File: src/rtl/osc_trim_pkg.sv
package osc_trim_pkg;

  // Divider ratios for the counted clock and the reference window.
  localparam int unsigned FAST_DIV_RATIO = 32;
  localparam int unsigned REF_DIV_RATIO  = 1024;

  // Round shape and tolerance.
  localparam int unsigned MEAS_PER_ROUND = 4;
  localparam int unsigned MEAS_IDX_W     = 2;
  localparam int unsigned AVG_SHIFT      = 2;
  localparam int unsigned COUNT_W        = 16;
  localparam int unsigned SUM_W          = 18;
  localparam int unsigned DIFF_W         = 17;
  localparam logic signed [16:0] TOLERANCE_COUNTS = 17'sh00100;

  // Theoretical counts per oscillator frequency selection.
  localparam logic [15:0] THEO_32M     = 16'h7a12;
  localparam logic [15:0] THEO_36M864  = 16'h8ca0;
  localparam logic [15:0] THEO_40M     = 16'h9896;
  localparam logic [15:0] THEO_50M     = 16'hbebc;

  // Frequency selection codes.
  localparam logic [1:0] SEL_32M     = 2'h0;
  localparam logic [1:0] SEL_36M864  = 2'h1;
  localparam logic [1:0] SEL_40M     = 2'h2;
  localparam logic [1:0] SEL_50M     = 2'h3;
  localparam int unsigned TRIM_REGS  = 4;

  // Option word value that leaves the oscillator stopped after reset.
  localparam logic [31:0] OPTION_ALL_ONES = 32'hffff_ffff;

  // Trim field.
  localparam int unsigned TRIM_W          = 8;
  localparam logic [7:0]  TRIM_RESET      = 8'h80;
  localparam logic [7:0]  TRIM_MIN        = 8'h00;
  localparam logic [7:0]  TRIM_MAX        = 8'hff;

  // Calibration sequencer states, Gray coded from ST_STOPPED through ST_SETTLE; ST_SETTLE back to ST_ARM changes all three bits.
  typedef enum logic [2:0] {
    ST_STOPPED = 3'b100,
    ST_WAIT    = 3'b000,
    ST_ARM     = 3'b001,
    ST_MEASURE = 3'b011,
    ST_ADJUST  = 3'b010,
    ST_SETTLE  = 3'b110
  } cal_state_e;

endpackage

File: src/rtl/osc_trim_calibrator.sv
`timescale 1ns/10ps
//////////////////////////////////////////////////////////////////////////////////////////////
// Behaviour
// - Count fast oscillator divided by thirty-two.
// - Reference window is sub-clock divided by 1024.
// - Count between successive reference rising edges.
// - Second tick starts four back-to-back measurements.
// - Average four counts as adjustment input.
// - Capture each count at measurement end.
// - Modify trim when difference reaches tolerance.
// - High average decrements trim, low increments.
// - Inside tolerance band trim stays unchanged.
// - Stop measuring after adjustment until next round.
// - Wait for settling until next second tick.
// - All-ones option word: oscillator off after reset.
// - Trim register chosen by oscillator frequency selection.
// - At 32 MHz the theoretical count is 31250.
module osc_trim_calibrator #(
  parameter int unsigned         TRIM_W     = osc_trim_pkg::TRIM_W,
  parameter logic [TRIM_W-1:0]   TRIM_RESET = osc_trim_pkg::TRIM_RESET
) (
  // Clock and reset.
  input  wire logic              clk,
  input  wire logic              rst,
  // Option word and oscillator enable.
  input  wire logic [31:0]       option_word_one,
  input  wire logic              osc_enable_req,
  output logic                   fast_internal_osc_run,
  // Clock sources seen by the measurement.
  input  wire logic              fast_osc_edge,
  input  wire logic              sub_clk_level,
  // Periodic tick from the real-time counter.
  input  wire logic              second_tick,
  // Oscillator frequency selection.
  input  wire logic [1:0]        freq_sel,
  // Trim outputs.
  output logic [TRIM_W-1:0]      fast_osc_trim_32m,
  output logic [TRIM_W-1:0]      fast_osc_trim_sel,
  // Status.
  output logic                   measuring,
  output logic                   settling,
  output logic [15:0]            last_average,
  output logic                   adjust_done
);

  //////////////////////////////////////////////////////////////////////////////////////////////
  // Declarations.

  osc_trim_pkg::cal_state_e                state_reg;
  osc_trim_pkg::cal_state_e                state_next;
  logic                                    strap_pending_reg;
  logic                                    sub_clk_d_reg;
  logic                                    sub_rise;
  logic                                    fast_div_pulse;
  logic                                    ref_edge;
  logic [osc_trim_pkg::COUNT_W-1:0]        meas_count_reg;
  logic [osc_trim_pkg::SUM_W-1:0]          sum_reg;
  logic [osc_trim_pkg::MEAS_IDX_W-1:0]     meas_idx_reg;
  logic                                    round_full;
  logic [osc_trim_pkg::SUM_W-1:0]          sum_final;
  logic [15:0]                             average;
  logic signed [osc_trim_pkg::DIFF_W-1:0]  diff;
  logic [TRIM_W-1:0]                       trim_reg [osc_trim_pkg::TRIM_REGS];
  logic [TRIM_W-1:0]                       trim_next;

  //////////////////////////////////////////////////////////////////////////////////////////////
  // Functions.

  // Theoretical count for a frequency selection.
  function automatic logic [15:0] theo_count(input logic [1:0] sel);
    logic [15:0] val;
    val = osc_trim_pkg::THEO_32M;
    unique case (sel)
      osc_trim_pkg::SEL_32M:    val = osc_trim_pkg::THEO_32M;
      osc_trim_pkg::SEL_36M864: val = osc_trim_pkg::THEO_36M864;
      osc_trim_pkg::SEL_40M:    val = osc_trim_pkg::THEO_40M;
      osc_trim_pkg::SEL_50M:    val = osc_trim_pkg::THEO_50M;
    endcase
    return val;
  endfunction

  // One trim step in either direction, held at the field limits.
  function automatic logic [TRIM_W-1:0] trim_step(input logic [TRIM_W-1:0] cur,
                                                  input logic              up);
    logic [TRIM_W-1:0] res;
    res = cur;
    if (up) begin
      if (cur != {TRIM_W{1'b1}}) begin
        res = cur + TRIM_W'(1);
      end
    end else begin
      if (cur != {TRIM_W{1'b0}}) begin
        res = cur - TRIM_W'(1);
      end
    end
    return res;
  endfunction

  //////////////////////////////////////////////////////////////////////////////////////////////
  // Oscillator enable.

  always_ff @(posedge clk) begin
    if (rst) begin
      strap_pending_reg     <= 1'b1;
      fast_internal_osc_run <= 1'b0;
    end else begin
      strap_pending_reg <= 1'b0;
      if (strap_pending_reg && (option_word_one != osc_trim_pkg::OPTION_ALL_ONES)) begin
        fast_internal_osc_run <= 1'b1;
      end else if (osc_enable_req) begin
        fast_internal_osc_run <= 1'b1;
      end
    end
  end

  //////////////////////////////////////////////////////////////////////////////////////////////
  // Clock dividers.

  pulse_divider #(
    .RATIO     (osc_trim_pkg::FAST_DIV_RATIO)
  ) u_fast_div (
    .clk       (clk),
    .rst       (rst),
    .pulse_in  (fast_osc_edge && fast_internal_osc_run),
    .pulse_out (fast_div_pulse)
  );

  // Sub-clock rising edge; the crystal is assumed to keep running.
  always_ff @(posedge clk) begin
    if (rst) begin
      sub_clk_d_reg <= 1'b0;
    end else begin
      sub_clk_d_reg <= sub_clk_level;
    end
  end

  assign sub_rise = sub_clk_level && !sub_clk_d_reg;

  pulse_divider #(
    .RATIO     (osc_trim_pkg::REF_DIV_RATIO)
  ) u_ref_div (
    .clk       (clk),
    .rst       (rst),
    .pulse_in  (sub_rise),
    .pulse_out (ref_edge)
  );

  //////////////////////////////////////////////////////////////////////////////////////////////
  // Sequencer.

  assign round_full = (meas_idx_reg == osc_trim_pkg::MEAS_IDX_W'(osc_trim_pkg::MEAS_PER_ROUND - 1));

  always_comb begin
    state_next = state_reg;
    unique case (state_reg)
      osc_trim_pkg::ST_STOPPED: begin
        if (fast_internal_osc_run) begin
          state_next = osc_trim_pkg::ST_WAIT;
        end
      end
      osc_trim_pkg::ST_WAIT: begin
        if (second_tick) begin
          state_next = osc_trim_pkg::ST_ARM;
        end
      end
      osc_trim_pkg::ST_ARM: begin
        if (ref_edge) begin
          state_next = osc_trim_pkg::ST_MEASURE;
        end
      end
      osc_trim_pkg::ST_MEASURE: begin
        if (ref_edge && round_full) begin
          state_next = osc_trim_pkg::ST_ADJUST;
        end
      end
      osc_trim_pkg::ST_ADJUST: begin
        state_next = osc_trim_pkg::ST_SETTLE;
      end
      osc_trim_pkg::ST_SETTLE: begin
        if (second_tick) begin
          state_next = osc_trim_pkg::ST_ARM;
        end
      end
      default: begin
        state_next = osc_trim_pkg::ST_STOPPED;
      end
    endcase
  end

  always_ff @(posedge clk) begin
    if (rst) begin
      state_reg <= osc_trim_pkg::ST_STOPPED;
    end else begin
      state_reg <= state_next;
    end
  end

  //////////////////////////////////////////////////////////////////////////////////////////////
  // Edge counting.

  always_ff @(posedge clk) begin
    if (rst) begin
      meas_count_reg <= '0;
    end else if (ref_edge) begin
      meas_count_reg <= osc_trim_pkg::COUNT_W'(fast_div_pulse);
    end else if (state_reg == osc_trim_pkg::ST_MEASURE && fast_div_pulse) begin
      if (meas_count_reg != {osc_trim_pkg::COUNT_W{1'b1}}) begin
        meas_count_reg <= meas_count_reg + osc_trim_pkg::COUNT_W'(1);
      end
    end
  end

  always_ff @(posedge clk) begin
    if (rst) begin
      sum_reg      <= '0;
      meas_idx_reg <= '0;
    end else if (state_reg == osc_trim_pkg::ST_ARM) begin
      sum_reg      <= '0;
      meas_idx_reg <= '0;
    end else if (state_reg == osc_trim_pkg::ST_MEASURE && ref_edge) begin
      sum_reg      <= sum_reg + osc_trim_pkg::SUM_W'(meas_count_reg);
      meas_idx_reg <= meas_idx_reg + osc_trim_pkg::MEAS_IDX_W'(1);
    end
  end

  //////////////////////////////////////////////////////////////////////////////////////////////
  // Adjustment.

  assign sum_final = sum_reg;
  assign average   = 16'(sum_final >> osc_trim_pkg::AVG_SHIFT);

  assign diff = $signed({1'b0, average}) - $signed({1'b0, theo_count(freq_sel)});

  always_comb begin
    trim_next = trim_reg[freq_sel];
    if (diff >= osc_trim_pkg::TOLERANCE_COUNTS) begin
      trim_next = trim_step(trim_reg[freq_sel], 1'b0);
    end else if (diff <= -osc_trim_pkg::TOLERANCE_COUNTS) begin
      trim_next = trim_step(trim_reg[freq_sel], 1'b1);
    end else begin
      trim_next = trim_reg[freq_sel];
    end
  end

  always_ff @(posedge clk) begin
    if (rst) begin
      for (int i = 0; i < osc_trim_pkg::TRIM_REGS; i++) begin
        trim_reg[i] <= TRIM_RESET;
      end
    end else if (state_reg == osc_trim_pkg::ST_ADJUST) begin
      trim_reg[freq_sel] <= trim_next;
    end
  end

  //////////////////////////////////////////////////////////////////////////////////////////////
  // Outputs.

  always_ff @(posedge clk) begin
    if (rst) begin
      fast_osc_trim_32m <= TRIM_RESET;
      fast_osc_trim_sel <= TRIM_RESET;
    end else begin
      fast_osc_trim_32m <= trim_reg[osc_trim_pkg::SEL_32M];
      fast_osc_trim_sel <= trim_reg[freq_sel];
    end
  end

  always_ff @(posedge clk) begin
    if (rst) begin
      measuring    <= 1'b0;
      settling     <= 1'b0;
      adjust_done  <= 1'b0;
      last_average <= '0;
    end else begin
      measuring   <= (state_next == osc_trim_pkg::ST_ARM) ||
                     (state_next == osc_trim_pkg::ST_MEASURE);
      settling    <= (state_next == osc_trim_pkg::ST_SETTLE);
      adjust_done <= (state_reg == osc_trim_pkg::ST_ADJUST);
      if (state_reg == osc_trim_pkg::ST_ADJUST) begin
        last_average <= average;
      end
    end
  end

endmodule

File: src/rtl/pulse_divider.sv
`timescale 1ns/10ps
module pulse_divider #(
  parameter int unsigned RATIO = 32
) (
  // Clock and reset.
  input  wire logic clk,
  input  wire logic rst,
  // Input events and divided output event.
  input  wire logic pulse_in,
  output logic      pulse_out
);

  localparam int unsigned CNT_W = (RATIO > 1) ? $clog2(RATIO) : 1;
  localparam logic [CNT_W-1:0] LAST = CNT_W'(RATIO - 1);

  logic [CNT_W-1:0] cnt_reg;

  // Counts input events and wraps once per ratio.
  always_ff @(posedge clk) begin
    if (rst) begin
      cnt_reg <= '0;
    end else if (pulse_in) begin
      if (cnt_reg == LAST) begin
        cnt_reg <= '0;
      end else begin
        cnt_reg <= cnt_reg + CNT_W'(1);
      end
    end
  end

  // The output rises once on each wrap.
  always_ff @(posedge clk) begin
    if (rst) begin
      pulse_out <= 1'b0;
    end else begin
      pulse_out <= pulse_in && (cnt_reg == LAST);
    end
  end

endmodule

File: config.mk
export PLATFORM = sky130hd
export DESIGN_NAME = osc_trim_calibrator
export DESIGN_NICKNAME = d
export VERILOG_FILES = /design/src/rtl/osc_trim_pkg.sv /design/src/rtl/osc_trim_calibrator.sv /design/src/rtl/pulse_divider.sv
export SDC_FILE = /design/constraint.sdc
export NUM_CORES = 1
export LEC_CHECK = 0
export ABC_AREA = 1
export ABC_CLOCK_PERIOD_IN_PS = 4700
export BUFFER_PORTS_ARGS = -buffer_cell sky130_fd_sc_hd__buf_2
export CAP_MARGIN = 20
export CORE_AREA = 2 2 131 133
export DETAILED_ROUTE_END_ITERATION = 12
export DIE_AREA = 0 0 133 135
export GPL_TIMING_DRIVEN = 0
export HOLD_SLACK_MARGIN = 0.02
export SETUP_SLACK_MARGIN = 0.15
export SYNTH_ARGS = -nofsm -noshare
export SYNTH_HDL_FRONTEND = slang
export SYNTH_SLANG_ARGS = --single-unit
export TNS_END_PERCENT = 30
File: constraint.sdc
create_clock -name clk -period 4.7 [get_ports clk]
set_input_delay 0 -clock clk [delete_from_list [all_inputs] [get_ports clk]]
set_output_delay 0 -clock clk [all_outputs]
set_load 0.02 [all_outputs]
==> results of run 1 <==
power by group:
part	internal, uW	switching [uW]	leakage [uW]
logic	80.7	154	0.00266
registers	1130	8.92	0.00108
clock network	938	504	0.000299
total	2150	667	0.00404
metrics by stage:
step	area [sq um]	hold slack, ns	setup WS, ns	utilization [%]
floorplan	7470	0.0277	2.03	-
global route	8810	0.0453	1.36	53.7
CTS	8810	0.0383	1.63	53.7
finish	8810	0.0348	1.64	53.7
detailed placement	8120	0.163	1.30	49.5
global placement	8120	0.158	1.31	49.5
cells by family (layout without fill, tap and decap cells):
logic type,count (synthesis),count (layout)
adder cells (fa/ha/maj),39,39
flip-flops,126,126
AO/OA/AOI/OAI,155,155
XOR/XNOR,25,25
buffers and inverters,179,291
AND/OR/NAND/NOR,514,514
metal layers:
metal  global-route usage, %  up-vias  share of wire [%]  wire length (um)
li1                        -     3589                  -                 -
met1                    30.2     3038                 48              9330
met2                    36.5      159                 45              8720
met3                    3.72       27                4.5               861
met4                    7.53        0                1.9               366
met5                       0        -                  0                 0
layout by cell type (no fill, tap or decap), drive strengths merged, types with 6 or more instances in the layout:
cell,n
nor3,23
xnor2,7
a21oi,63
clkbuf,27
a31oi,6
dfxtp,94
nand3,85
buf,84
edfxtp,32
o21ai,62
nand2,238
xor2,18
ha,37
clkinv,8
nor4,7
nor2,128
nand4,22
inv,157
layout make-up:
| class | count | area [sq um] |
|---|---|---|
| Tap cell | 220 | 275 |
| Clock buffer | 17 | 425 |
| Timing Repair Buffer | 80 | 425 |
| Buffer | 19 | 101 |
| Fill cell | 1621 | 7600 |
| Multi-Input combinational cell | 733 | 3920 |
| Sequential cell | 126 | 2840 |
| Clock inverter | 15 | 219 |
| Inverter | 160 | 604 |
cells in the mapped netlist, drive strengths merged:
master / n
a211oi: 4
a21boi: 1
a21o: 2
a21oi: 63
a221oi: 1
a22o: 1
a311oi: 1
a31oi: 6
a32o: 1
a32oi: 2
and2: 2
buf: 9
clkbuf: 10
clkinv: 4
dfxtp: 94
edfxtp: 32
fa: 2
ha: 37
inv: 156
nand2: 238
nand3: 85
nand3b: 5
nand4: 22
nor2: 128
nor3: 23
nor3b: 1
nor4: 7
o211ai: 3
o21a: 3
o21ai: 62
o21bai: 3
o31a: 1
o31ai: 1
or2: 3
xnor2: 7
xor2: 18
critical path, stage by stage (launching register included):
cell,delay [ns]
dfxtp_1,0.34
inv_1,0.08
ha_1,0.22
fa_1,0.41
inv_1,0.07
nand2_1,0.04
nand2_1,0.06
nand2_1,0.06
nand2_1,0.13
nand2_1,0.09
nand2_1,0.14
nand2_1,0.09
nand3_1,0.07
nand2_1,0.08
nor2_2,0.15
nand4_4,0.17
nand2_4,0.16
nand2_1,0.06
nand2_1,0.09
nand2_1,0.05
nand2_1,0.18
nor2_1,0.07
path summary, 6_finish.rpt:
check / startpoint / endpoint / slack (ns) / cells after the start
max reg2reg: sum_final[3] / trim_reg[0][4] / 1.64 / 21
max: sum_final[3] / trim_reg[0][4] / 1.64 / 21
min reg2reg: strap_pending_reg / fast_internal_osc_run / 0.45 / 2
min: option_word_one[4] / fast_internal_osc_run / 0.03 / 6
==> results by group, run 1 <==
Yosys
  – Avg Synthesized Cell Area: 7.19 sq um
  – Synth Area in Compound Gates: 11.8%
  – Sequential area share after synthesis: approximately two fifths
  – Mapped Nets: approximately 1.1k
  – Top cells by area, synth: dfxtp_1, edfxtp_1, nand2_1, inv_1, ha_1
  – Syn Inst Count: 1038
  – Synth Area in Adders: 6.74%
  – Mux share of post-synthesis cell area: 0%
  – Synth unique cells: 55
  – Number of synthesized register bits: 126
  – Yosys top cell area share: 25.2%
  – Simple-Gate Fraction of Synth Area: a little under a third
  – Ys Warns: 0
  – Cell area after synthesis: 7470 sq um
  – Post-synthesis xor/xnor area fraction: 3.03%
  – Synth area leader: dfxtp_1
  – Largest family of logic cells by synthesized area: simple AND/OR/NAND/NOR gates

Route
  – 1st-iter DRT viols: 463
  – Residual DRC: 0
  – WL final: 19.3 mm
  – Avg WL per Cell: 14.1 um
  – Antenna Nets Post-Route: 0
  – Vias/cell: around 5.0
  – First drt pass iteration count: 5
  – Via count: roughly 7k

Clock network
  – Clock Latency Late Sink: between 0.4 and 0.5 ns
  – Reg clk slew, reported paths: approximately 0.06 ns
  – CTS Sinks: 126
  – Clock root buffer: clkbuf_16
  – Setup repair bufs after CTS: 0
  – Resized Gates After CTS: 0
  – CTS tree: yes
  – Num CTS Buffers: 17
  – # hold bufs at CTS: 5
  – Clock buffer depth: 2
  – Htree depth: 4

Power and ir drop
  – Total power: 2820 uW
  – Leak Pwr: 0.00404 uW
  – Cell area power density: 320 nW/um^2
  – Peak supply drop: 0.246 mV

GRT
  – Gr usage total: approximately 22%
  – Vias in the first global route: approximately 6.4k
  – Initial antenna violation count: 0
  – Largest net degree at the start of global routing: 17
  – First-pass GRT wire length: 31.7 mm
  – GRT overflow: 0

Timing
  – Max Freq: 0.327 GHz
  – Final setup viols: 0
  – Final period utilization: about 65%
  – Fin. max-slew vios: 0
  – Slew @ Worst Pin: 0.759 ns
  – Worst slew margin: 49.2%
  – Minimum clock period: approximately 3.1 ns
  – Unrepaired setup endpoints after global routing: false
  – Setup_tns: 0 ns
  – Hold Vio Cnt, Final: 0
  – Final Skew: about 0.011 ns

Floorplanning
  – Die ar.: 18000 sq um
  – Top Ports: 76
  – Die Ht: 135 um
  – Die width: approximately 130 um
  – FP Rows: 47
  – Floorplan Core Area: 16400 sq um
  – Initial core utilization: 45.5%

Final layout
  – Final cell count without fillers: 1370
  – Area delta synth->final: 18.0%
  – Antenna cells: 0
  – Share of cells above drive strength 1: 13.6%
  – Max reg flops: 32
  – Final net count: 1216

Critical path
  – Crit Path Max Fanout: 9
  – Required time worst endpoint: 4.86 ns
  – CP arrival: 3.23 ns
  – Crit path launch type: register
  – Crit Path Class: reg2reg
  – Critical path capture point type: register

Placed design
  – Post-Place Cells: 1333
  – IO buf count: 75
  – Post-DP HPWL: 14.6 mm
  – Gpl congestion: 0.868

Run status
  – Status: complete, no violations

Min path
  – Hold crit path type: in2reg

Job
  – Number of max-cap violations: 0
(Power assumes the default switching activity.)
==> inputs of run 2 (changes only) <==
- ABC_CLOCK_PERIOD_IN_PS: 4700 -> 2800
- PLACE_DENSITY: default -> 0.66
- clock period: 4.7 -> 2.8 ns (I/O delays scaled with it)
==> run 2 against run 1 <==
  * Cell count is 1.1% higher
  * Via count increased by 3.7%
  * Critical path depth unchanged
  * Setup slack got worse by 1.5 ns
  * Non-clock buffer count rose by 13
  * Maximum frequency rose by 14%
  * Highest routed layer unchanged
  * Global-route usage is 0.24 points lower
  * Wire length increased by 1.2%
  * Flip-flop and latch count unchanged
  * Sequential power grew 68%
==> results by group, run 2 (synthesis results as in run 1) <==
Run status
  – Status: complete, no violations

Final layout
  – Reg area: 2850 sq um
  – Share of cells above drive strength 1: 18.8%
  – Final cell count without fillers: 1385
  – Most frequent cells in the layout: nand2_1, inv_1, nor2_1
  – Max reg flops: 32
  – Final Core Density: 55.7%
  – Area delta synth->final: 22.4%
  – Final net count: about 1.2k
  – Fillers: ~1.5k
  – Commonest non-fill, non-tap cell in the layout: nand2_1
  – Antenna cells: 0
  – Multi-input logic area: 4140 sq um

Critical path
  – Worst r2r src: sum_final[3]
  – Worst path cell trace: inv_2, ha_4, fa_2, inv_2, nand2_1, nand2_1, nand2_2, nand2_4, nand2_4, nand2_4, nand2_2, nand3_1, nand2_2, nor2_4, nand4_4, nand2_4, nand2_1, nand2_2, nand2_1, nand2_2, nor2_1
  – Max incr delay on CP: 0.35 ns
  – CP arrival: 2.85 ns
  – R2R Path End: trim_reg[1][5]
  – Critical path capture point type: register
  – Crit Path Max Fanout: 6
  – Worst reg2reg path depth: 21
  – WP buf/inv: 2
  – Slowest cell on crit path: fa_2
  – Crit path max-delay family: simple AND/OR/NAND/NOR gates
  – Flop2flop setup slack: ~0.12 ns
  – Required time worst endpoint: between 2 and 3 ns
  – Crit Path Class: reg2reg
  – Most common cell on crit path: nand2_2
  – Crit path launch type: register

Timing
  – Hold Vio Cnt, Final: 0
  – Unrepaired setup endpoints after global routing: true
  – Final Skew: 0.00911 ns
  – Worst slew margin: 44.3%
  – Final period utilization: 95.7%
  – Max Freq: 0.373 GHz
  – Final setup viols: 0
  – Minimum clock period: around 2.7 ns
  – Slew @ Worst Pin: ~0.84 ns
  – Fin. max-slew vios: 0

Placed design
  – Gpl congestion: 0.900
  – Post-Place Cells: 1333
  – Post-DP HPWL: 14.1 mm
  – IO buf count: 75

Route
  – WL final: 19.5 mm
  – Vias/cell: 5.10
  – First drt pass iteration count: 5
  – Via count: between 7k and 8k
  – Avg WL per Cell: 14.1 um
  – Residual DRC: 0
  – 1st-iter DRT viols: 495
  – Antenna Nets Post-Route: 0

GRT
  – Vias in the first global route: 6553
  – Initial antenna violation count: 0
  – Gr usage total: between 20% and 30%
  – Largest net degree at the start of global routing: 17
  – GRT overflow: 0
  – First-pass GRT wire length: 31.3 mm

Clock network
  – CTS Sinks: around 130
  – CTS tree: yes
  – Num CTS Buffers: 17
  – Reg clk slew, reported paths: approximately 0.06 ns
  – Clock buffer depth: 2
  – Clock root buffer: clkbuf_16
  – Clock Latency Late Sink: 0.43 ns
  – Htree depth: 4

Power and ir drop
  – Leak Pwr: 0.00416 uW
  – Total power: 4740 uW
  – Cell area power density: 519 nW/um^2
  – Peak supply drop: 0.388 mV

Floorplanning
  – Floorplan Core Area: 16400 sq um
  – Die width: 133 um
  – FP Rows: 47
  – Die Ht: about 140 um
  – Die ar.: 18000 sq um
  – Top Ports: 76
  – Initial core utilization: 45.5%

Min path
  – WHS Endpoint: strap_pending_reg
  – Hold Crit Depth: 2
  – Hold crit path type: in2reg
  – Hold Crit Start: rst

Job
  – Number of max-cap violations: 0
## run 2: worst max path at each step
stage,start,end,slack [ns],depth (start not counted)
finish,sum_final[3],trim_reg[1][5],0.12,21
global placement,freq_sel[0],trim_reg[1][4],-0.46,26
global route,sum_final[3],trim_reg[3][0],-0.1,21
floorplan,freq_sel[0],trim_reg[3][7],0.21,25
CTS,sum_final[3],trim_reg[1][4],0.09,21
detailed placement,freq_sel[0],trim_reg[1][4],-0.53,26
## run 2: worst reg2reg max path, delay by kind of cell (launching register included)
family,cells,cell delay (ns)
buf+inv,2,0.10
flops,1,0.33
simple gates,17,1.50
fa+ha+maj,2,0.51
## run 2: what timing repair did
| action | 4_1_cts | 5_1_grt |
|---|---|---|
| setup buffers | 10 | 2 |
| gates cloned | 2 | 0 |
| endpoints found under the setup margin | 40 | 57 |
| resized for setup | 22 | 43 |
| hold buffers | 6 | 0 |
| pin swaps | 12 | 22 |
| endpoints found under the hold margin | 9 | 0 |
## run 2: metal layers
metal	vias up	track usage (%)	wire length [um]
li1	3632	-	-
met1	3198	28.9	9110
met2	212	36.5	9000
met3	21	5.44	1140
met4	0	6.33	272
met5	-	0	0
## run 2: stage by stage
| stage | hold WS (ns) | cell area, sq um | TNS, ns | setup WS (ns) |
|---|---|---|---|---|
| after global placement | 0.131 | 8120 | -12.97 | -0.462 |
| after global routing | 0.255 | 9140 | -1.39 | -0.0965 |
| after CTS | 0.242 | 8970 | 0 | 0.0900 |
| after detailed placement | 0.134 | 8120 | -15.09 | -0.531 |
| final | 0.250 | 9140 | 0 | 0.119 |
| after floorplan | 0.0277 | 7470 | 0 | 0.205 |
## run 2: report_power, final
part	total [uW]	leakage (uW)	switching, uW	internal [uW]
clock	2390	0.000310	850	1540
sequential	1910	0.00108	15.0	1900
combinational	430	0.00277	281	149
total	4740	0.00416	1150	3590
## run 2: area by class of cell
class | count | area share (%)
multi-input combinational | 735 | 45.3
sequential | 126 | 31.1
buffer | 19 | 1.11
tap | 220 | 3.01
inverter | 160 | 6.61
timing repair buffer | 93 | 5.86
clock buffer | 19 | 4.97
clock inverter | 13 | 2.03
==> inputs of run 3 (changes only) <==
- CELL_PAD_IN_SITES_DETAIL_PLACEMENT: default -> 1
- CELL_PAD_IN_SITES_GLOBAL_PLACEMENT: default -> 1
- CORE_AREA: 2 2 131 133 -> 2 2 142 144
- DIE_AREA: 0 0 133 135 -> 0 0 144 146
- PLACE_DENSITY: 0.66 -> default
- PLACE_DENSITY_LB_ADDON: default -> 0.1
- SYNTH_HIERARCHICAL: default -> 1
==> run 3 against run 2 <==
  * Largest cell class unchanged
  * Combinational power is 4% lower
  * Flip-flop and latch count stayed put
  * Maximum frequency is 4.8% lower
  * Clock-buffer cell count is 1 lower
  * Via count is 0.14% higher
  * Hold slack worse by 0.099 ns
  * Area after synthesis is 0.23% lower
  * Clock skew is 0.0022 ns higher
  * First-iteration DRC count is 41% lower
  * The flow now finishes with violations (negative setup slack)
  * Sequential share of layout area is 0.083 points lower
  * Largest power group unchanged
==> results by group, run 3 <==
GRT
  – GRT overflow: 0
  – Largest net degree at the start of global routing: 17
  – First-pass GRT wire length: between 30 and 40 mm
  – Gr usage total: between 20% and 30%
  – Initial antenna violation count: 0
  – Vias in the first global route: 7178

Power and ir drop
  – Combinational Power Share: 9.2%
  – Leak Pwr: 0.00431 uW
  – Net switching power: 1210 uW
  – Clock share of power: 48.1%
  – Cell area power density: 489 nW/um^2
  – Internal power: 3280 uW
  – Sequential share of power: 42.7%
  – Total power: approximately 4500 uW
  – Peak supply drop: 0.405 mV
  – Switching Share: a little over a quarter

Critical path
  – R2R Path End: trim_reg[0][5]
  – Crit path launch type: register
  – Worst reg2reg path depth: 22
  – Flop2flop setup slack: -0.02 ns
  – Crit Path Max Fanout: 8
  – Worst path cell trace: inv_2, ha_4, fa_2, inv_2, nand2_2, nand2_2, nand2_4, nand2_4, buf_6, nand3_2, nand3_2, nand2_1, nand2_1, nand2_2, nor2_4, nand3_4, nand2_8, nand2_2, nand2_2, nand2_2, nand2_4, nor2_2
  – Crit Path Class: reg2reg
  – Required time worst endpoint: 2.97 ns
  – Most common cell on crit path: nand2_2
  – CP arrival: 2.99 ns
  – Max incr delay on CP: 0.38 ns
  – Worst r2r src: sum_final[3]
  – Critical path capture point type: register
  – Slowest cell on crit path: fa_2

Floorplanning
  – Die ar.: 21000 sq um
  – FP Rows: 51
  – Initial core utilization: 38.5%
  – Top Ports: between 70 and 80
  – Die Ht: between 100 and 150 um
  – Die width: 144 um
  – Floorplan Core Area: 19300 sq um

Placed design
  – Gpl congestion: approximately 0.84
  – Post-DP HPWL: around 16 mm
  – IO buf count: 75

Clock network
  – Clock buffer depth: 2
  – Htree depth: 4
  – Num CTS Buffers: 17
  – CTS tree: yes
  – Reg clk slew, reported paths: 0.06 ns
  – Clock root buffer: clkbuf_16
  – CTS Sinks: 126
  – Clock Latency Late Sink: 0.43 ns

Final layout
  – Commonest non-fill, non-tap cell in the layout: nand2_1
  – Area delta synth->final: 23.1%
  – Multi-input logic area: 4190 sq um
  – Fillers: 2434
  – Antenna cells: 0
  – Max reg flops: 32
  – Share of cells above drive strength 1: 22.3%
  – Most frequent cells in the layout: nand2_1, inv_1, nor2_1
  – Final net count: between 1k and 1.5k
  – Reg area: about 2800 sq um

Route
  – Via count: 7073
  – 1st-iter DRT viols: 294
  – Avg WL per Cell: 15.6 um
  – WL final: 22.1 mm
  – Antenna Nets Post-Route: 0
  – Vias/cell: 4.99
  – First drt pass iteration count: 5
  – Residual DRC: 0

Yosys
  – Cell area after synthesis: 7450 sq um
  – Mapped Nets: 1108
  – Synth area leader: dfxtp_1
  – Main synth FF type: dfxtp_1
  – Top cells by area, synth: dfxtp_1, edfxtp_1, nand2_1, inv_1, ha_1
  – Ys Warns: 6
  – Number of synthesized flops with an enable pin: 32
  – Yosys top cell area share: between 20% and 30%
  – Avg Synthesized Cell Area: 7.24 sq um
  – Count leader, synth: nand2_1
  – Syn Inst Count: 1029
  – Sequential area share after synthesis: 38.2%
  – Async SR Flop Fraction: 0%
  – Number of synthesized register bits: 126
  – Synth unique cells: 50
  – Synth top cells by count: nand2_1, inv_1, nor2_1

Timing
  – Final period utilization: 101%
  – Final Skew: 0.0113 ns
  – Hold Vio Cnt, Final: 0
  – Fin. max-slew vios: 0
  – Final setup viols: 6
  – Worst slew margin: 51.1%
  – Minimum clock period: 2.82 ns
  – Unrepaired setup endpoints after global routing: true
  – Max Freq: about 0.36 GHz
  – Min Hold Slack: between 0.15 and 0.2 ns
  – Fin worst setup slack: -0.0152 ns
  – Slew @ Worst Pin: 0.730 ns

Run status
  – Status: complete, but fails checks
  – Failing checks: negative setup slack

Min path
  – Hold crit path type: in2reg
  – Hold Crit Start: freq_sel[1]
  – Hold Crit Depth: 4
  – WHS Endpoint: fast_osc_trim_sel[3]

Job
  – Number of max-cap violations: 0
==> run 3: cell count changes after synthesis, sizes merged, moves of 3 or more <==
cell	delta
clkinv	-3
xnor2	-3
a21oi	+8
a31oi	-4
nor2	-4
nand3	+7
or2	+3
nor3	-7
o21ai	+3
nor4	-4
==> run 3: power by group through the flow <==
stage          clock network (uW)  logic (uW)  registers, uW
2_1_floorplan                   0         235           1970
3_3_place_gp                    0         369           1950
3_5_place_dp                    0         373           1950
4_1_cts                      2200         392           1920
5_1_grt                      2280         461           1920
6_report                     2160         414           1920
==> run 3: per-layer routing <==
metal | share of wire, % | track usage [%] | vias up
li1 | - | - | 3590
met1 | 49 | 30.1 | 3348
met2 | 46 | 35.5 | 113
met3 | 2.9 | 3.22 | 22
met4 | 1.6 | 6.32 | 0
met5 | 0 | 0 | -
==> run 3: area by class of cell <==
cell class              instances  share of cell area (%)
plain buffers                  18                    1.20
clock buffers                  18                    4.68
clock inverters                14                    1.47
inverters                     158                    6.52
multi-input cells             727                    45.7
flip-flops and latches        126                    31.1
well taps                     265                    3.62
repair buffers                 92                    5.77
==> run 3: what timing repair did <==
action | CTS | global route
cloned | 1 | 0
hold endpoints to repair | 14 | 0
pin swaps | 28 | 38
setup buffers | 6 | 4
gates resized for setup | 39 | 56
setup endpoints to repair | 32 | 66
hold buffers | 6 | 0
==> run 3: logic make-up (layout without fill, tap and decap cells) <==
group	count (synthesis)	in the layout	synth area share, %
adder cells (fa/ha/maj)	39	39	6.75
AND/OR/NAND/NOR	508	508	31.3
AO/OA/AOI/OAI	156	156	11.5
buffers and inverters	176	300	9.47
flip-flops	126	126	38.2
XOR/XNOR	24	24	2.82
==> run 3: worst max-delay path by stage <==
stage / startpoint / endpoint / depth (start not counted)
after CTS: sum_final[3] / trim_reg[0][5] / 23
after detailed placement: freq_sel[0] / trim_reg[1][4] / 28
after global placement: freq_sel[0] / trim_reg[0][4] / 28
final: sum_final[3] / trim_reg[0][5] / 22
after floorplan: freq_sel[0] / trim_reg[2][4] / 27
after global routing: sum_final[3] / trim_reg[1][5] / 22
==> run 3: through the flow <==
step / util [%] / worst slack [ns] / setup TNS [ns] / std cells / cell area [sq um]
floorplan: - / 0.181 / 0 / 1029 / 7450
global placement: 42.2 / -0.664 / -18.65 / 1369 / 8160
detailed placement: 42.2 / -0.677 / -19.52 / 1369 / 8160
CTS: 46.3 / -0.00225 / -0.00225 / 1414 / 8950
global route: 47.4 / -0.159 / -4.34 / 1418 / 9170
finish: 47.4 / -0.0152 / -0.0545 / 1418 / 9170
==> run 3: worst max-delay path: cells and delay by family (launching register included) <==
| kind | cells | cell delay (ns) |
|---|---|---|
| DFF | 1 | 0.33 |
| buffers and inverters | 3 | 0.23 |
| adders and majority gates | 2 | 0.54 |
| and+or+nand+nor | 17 | 1.42 |
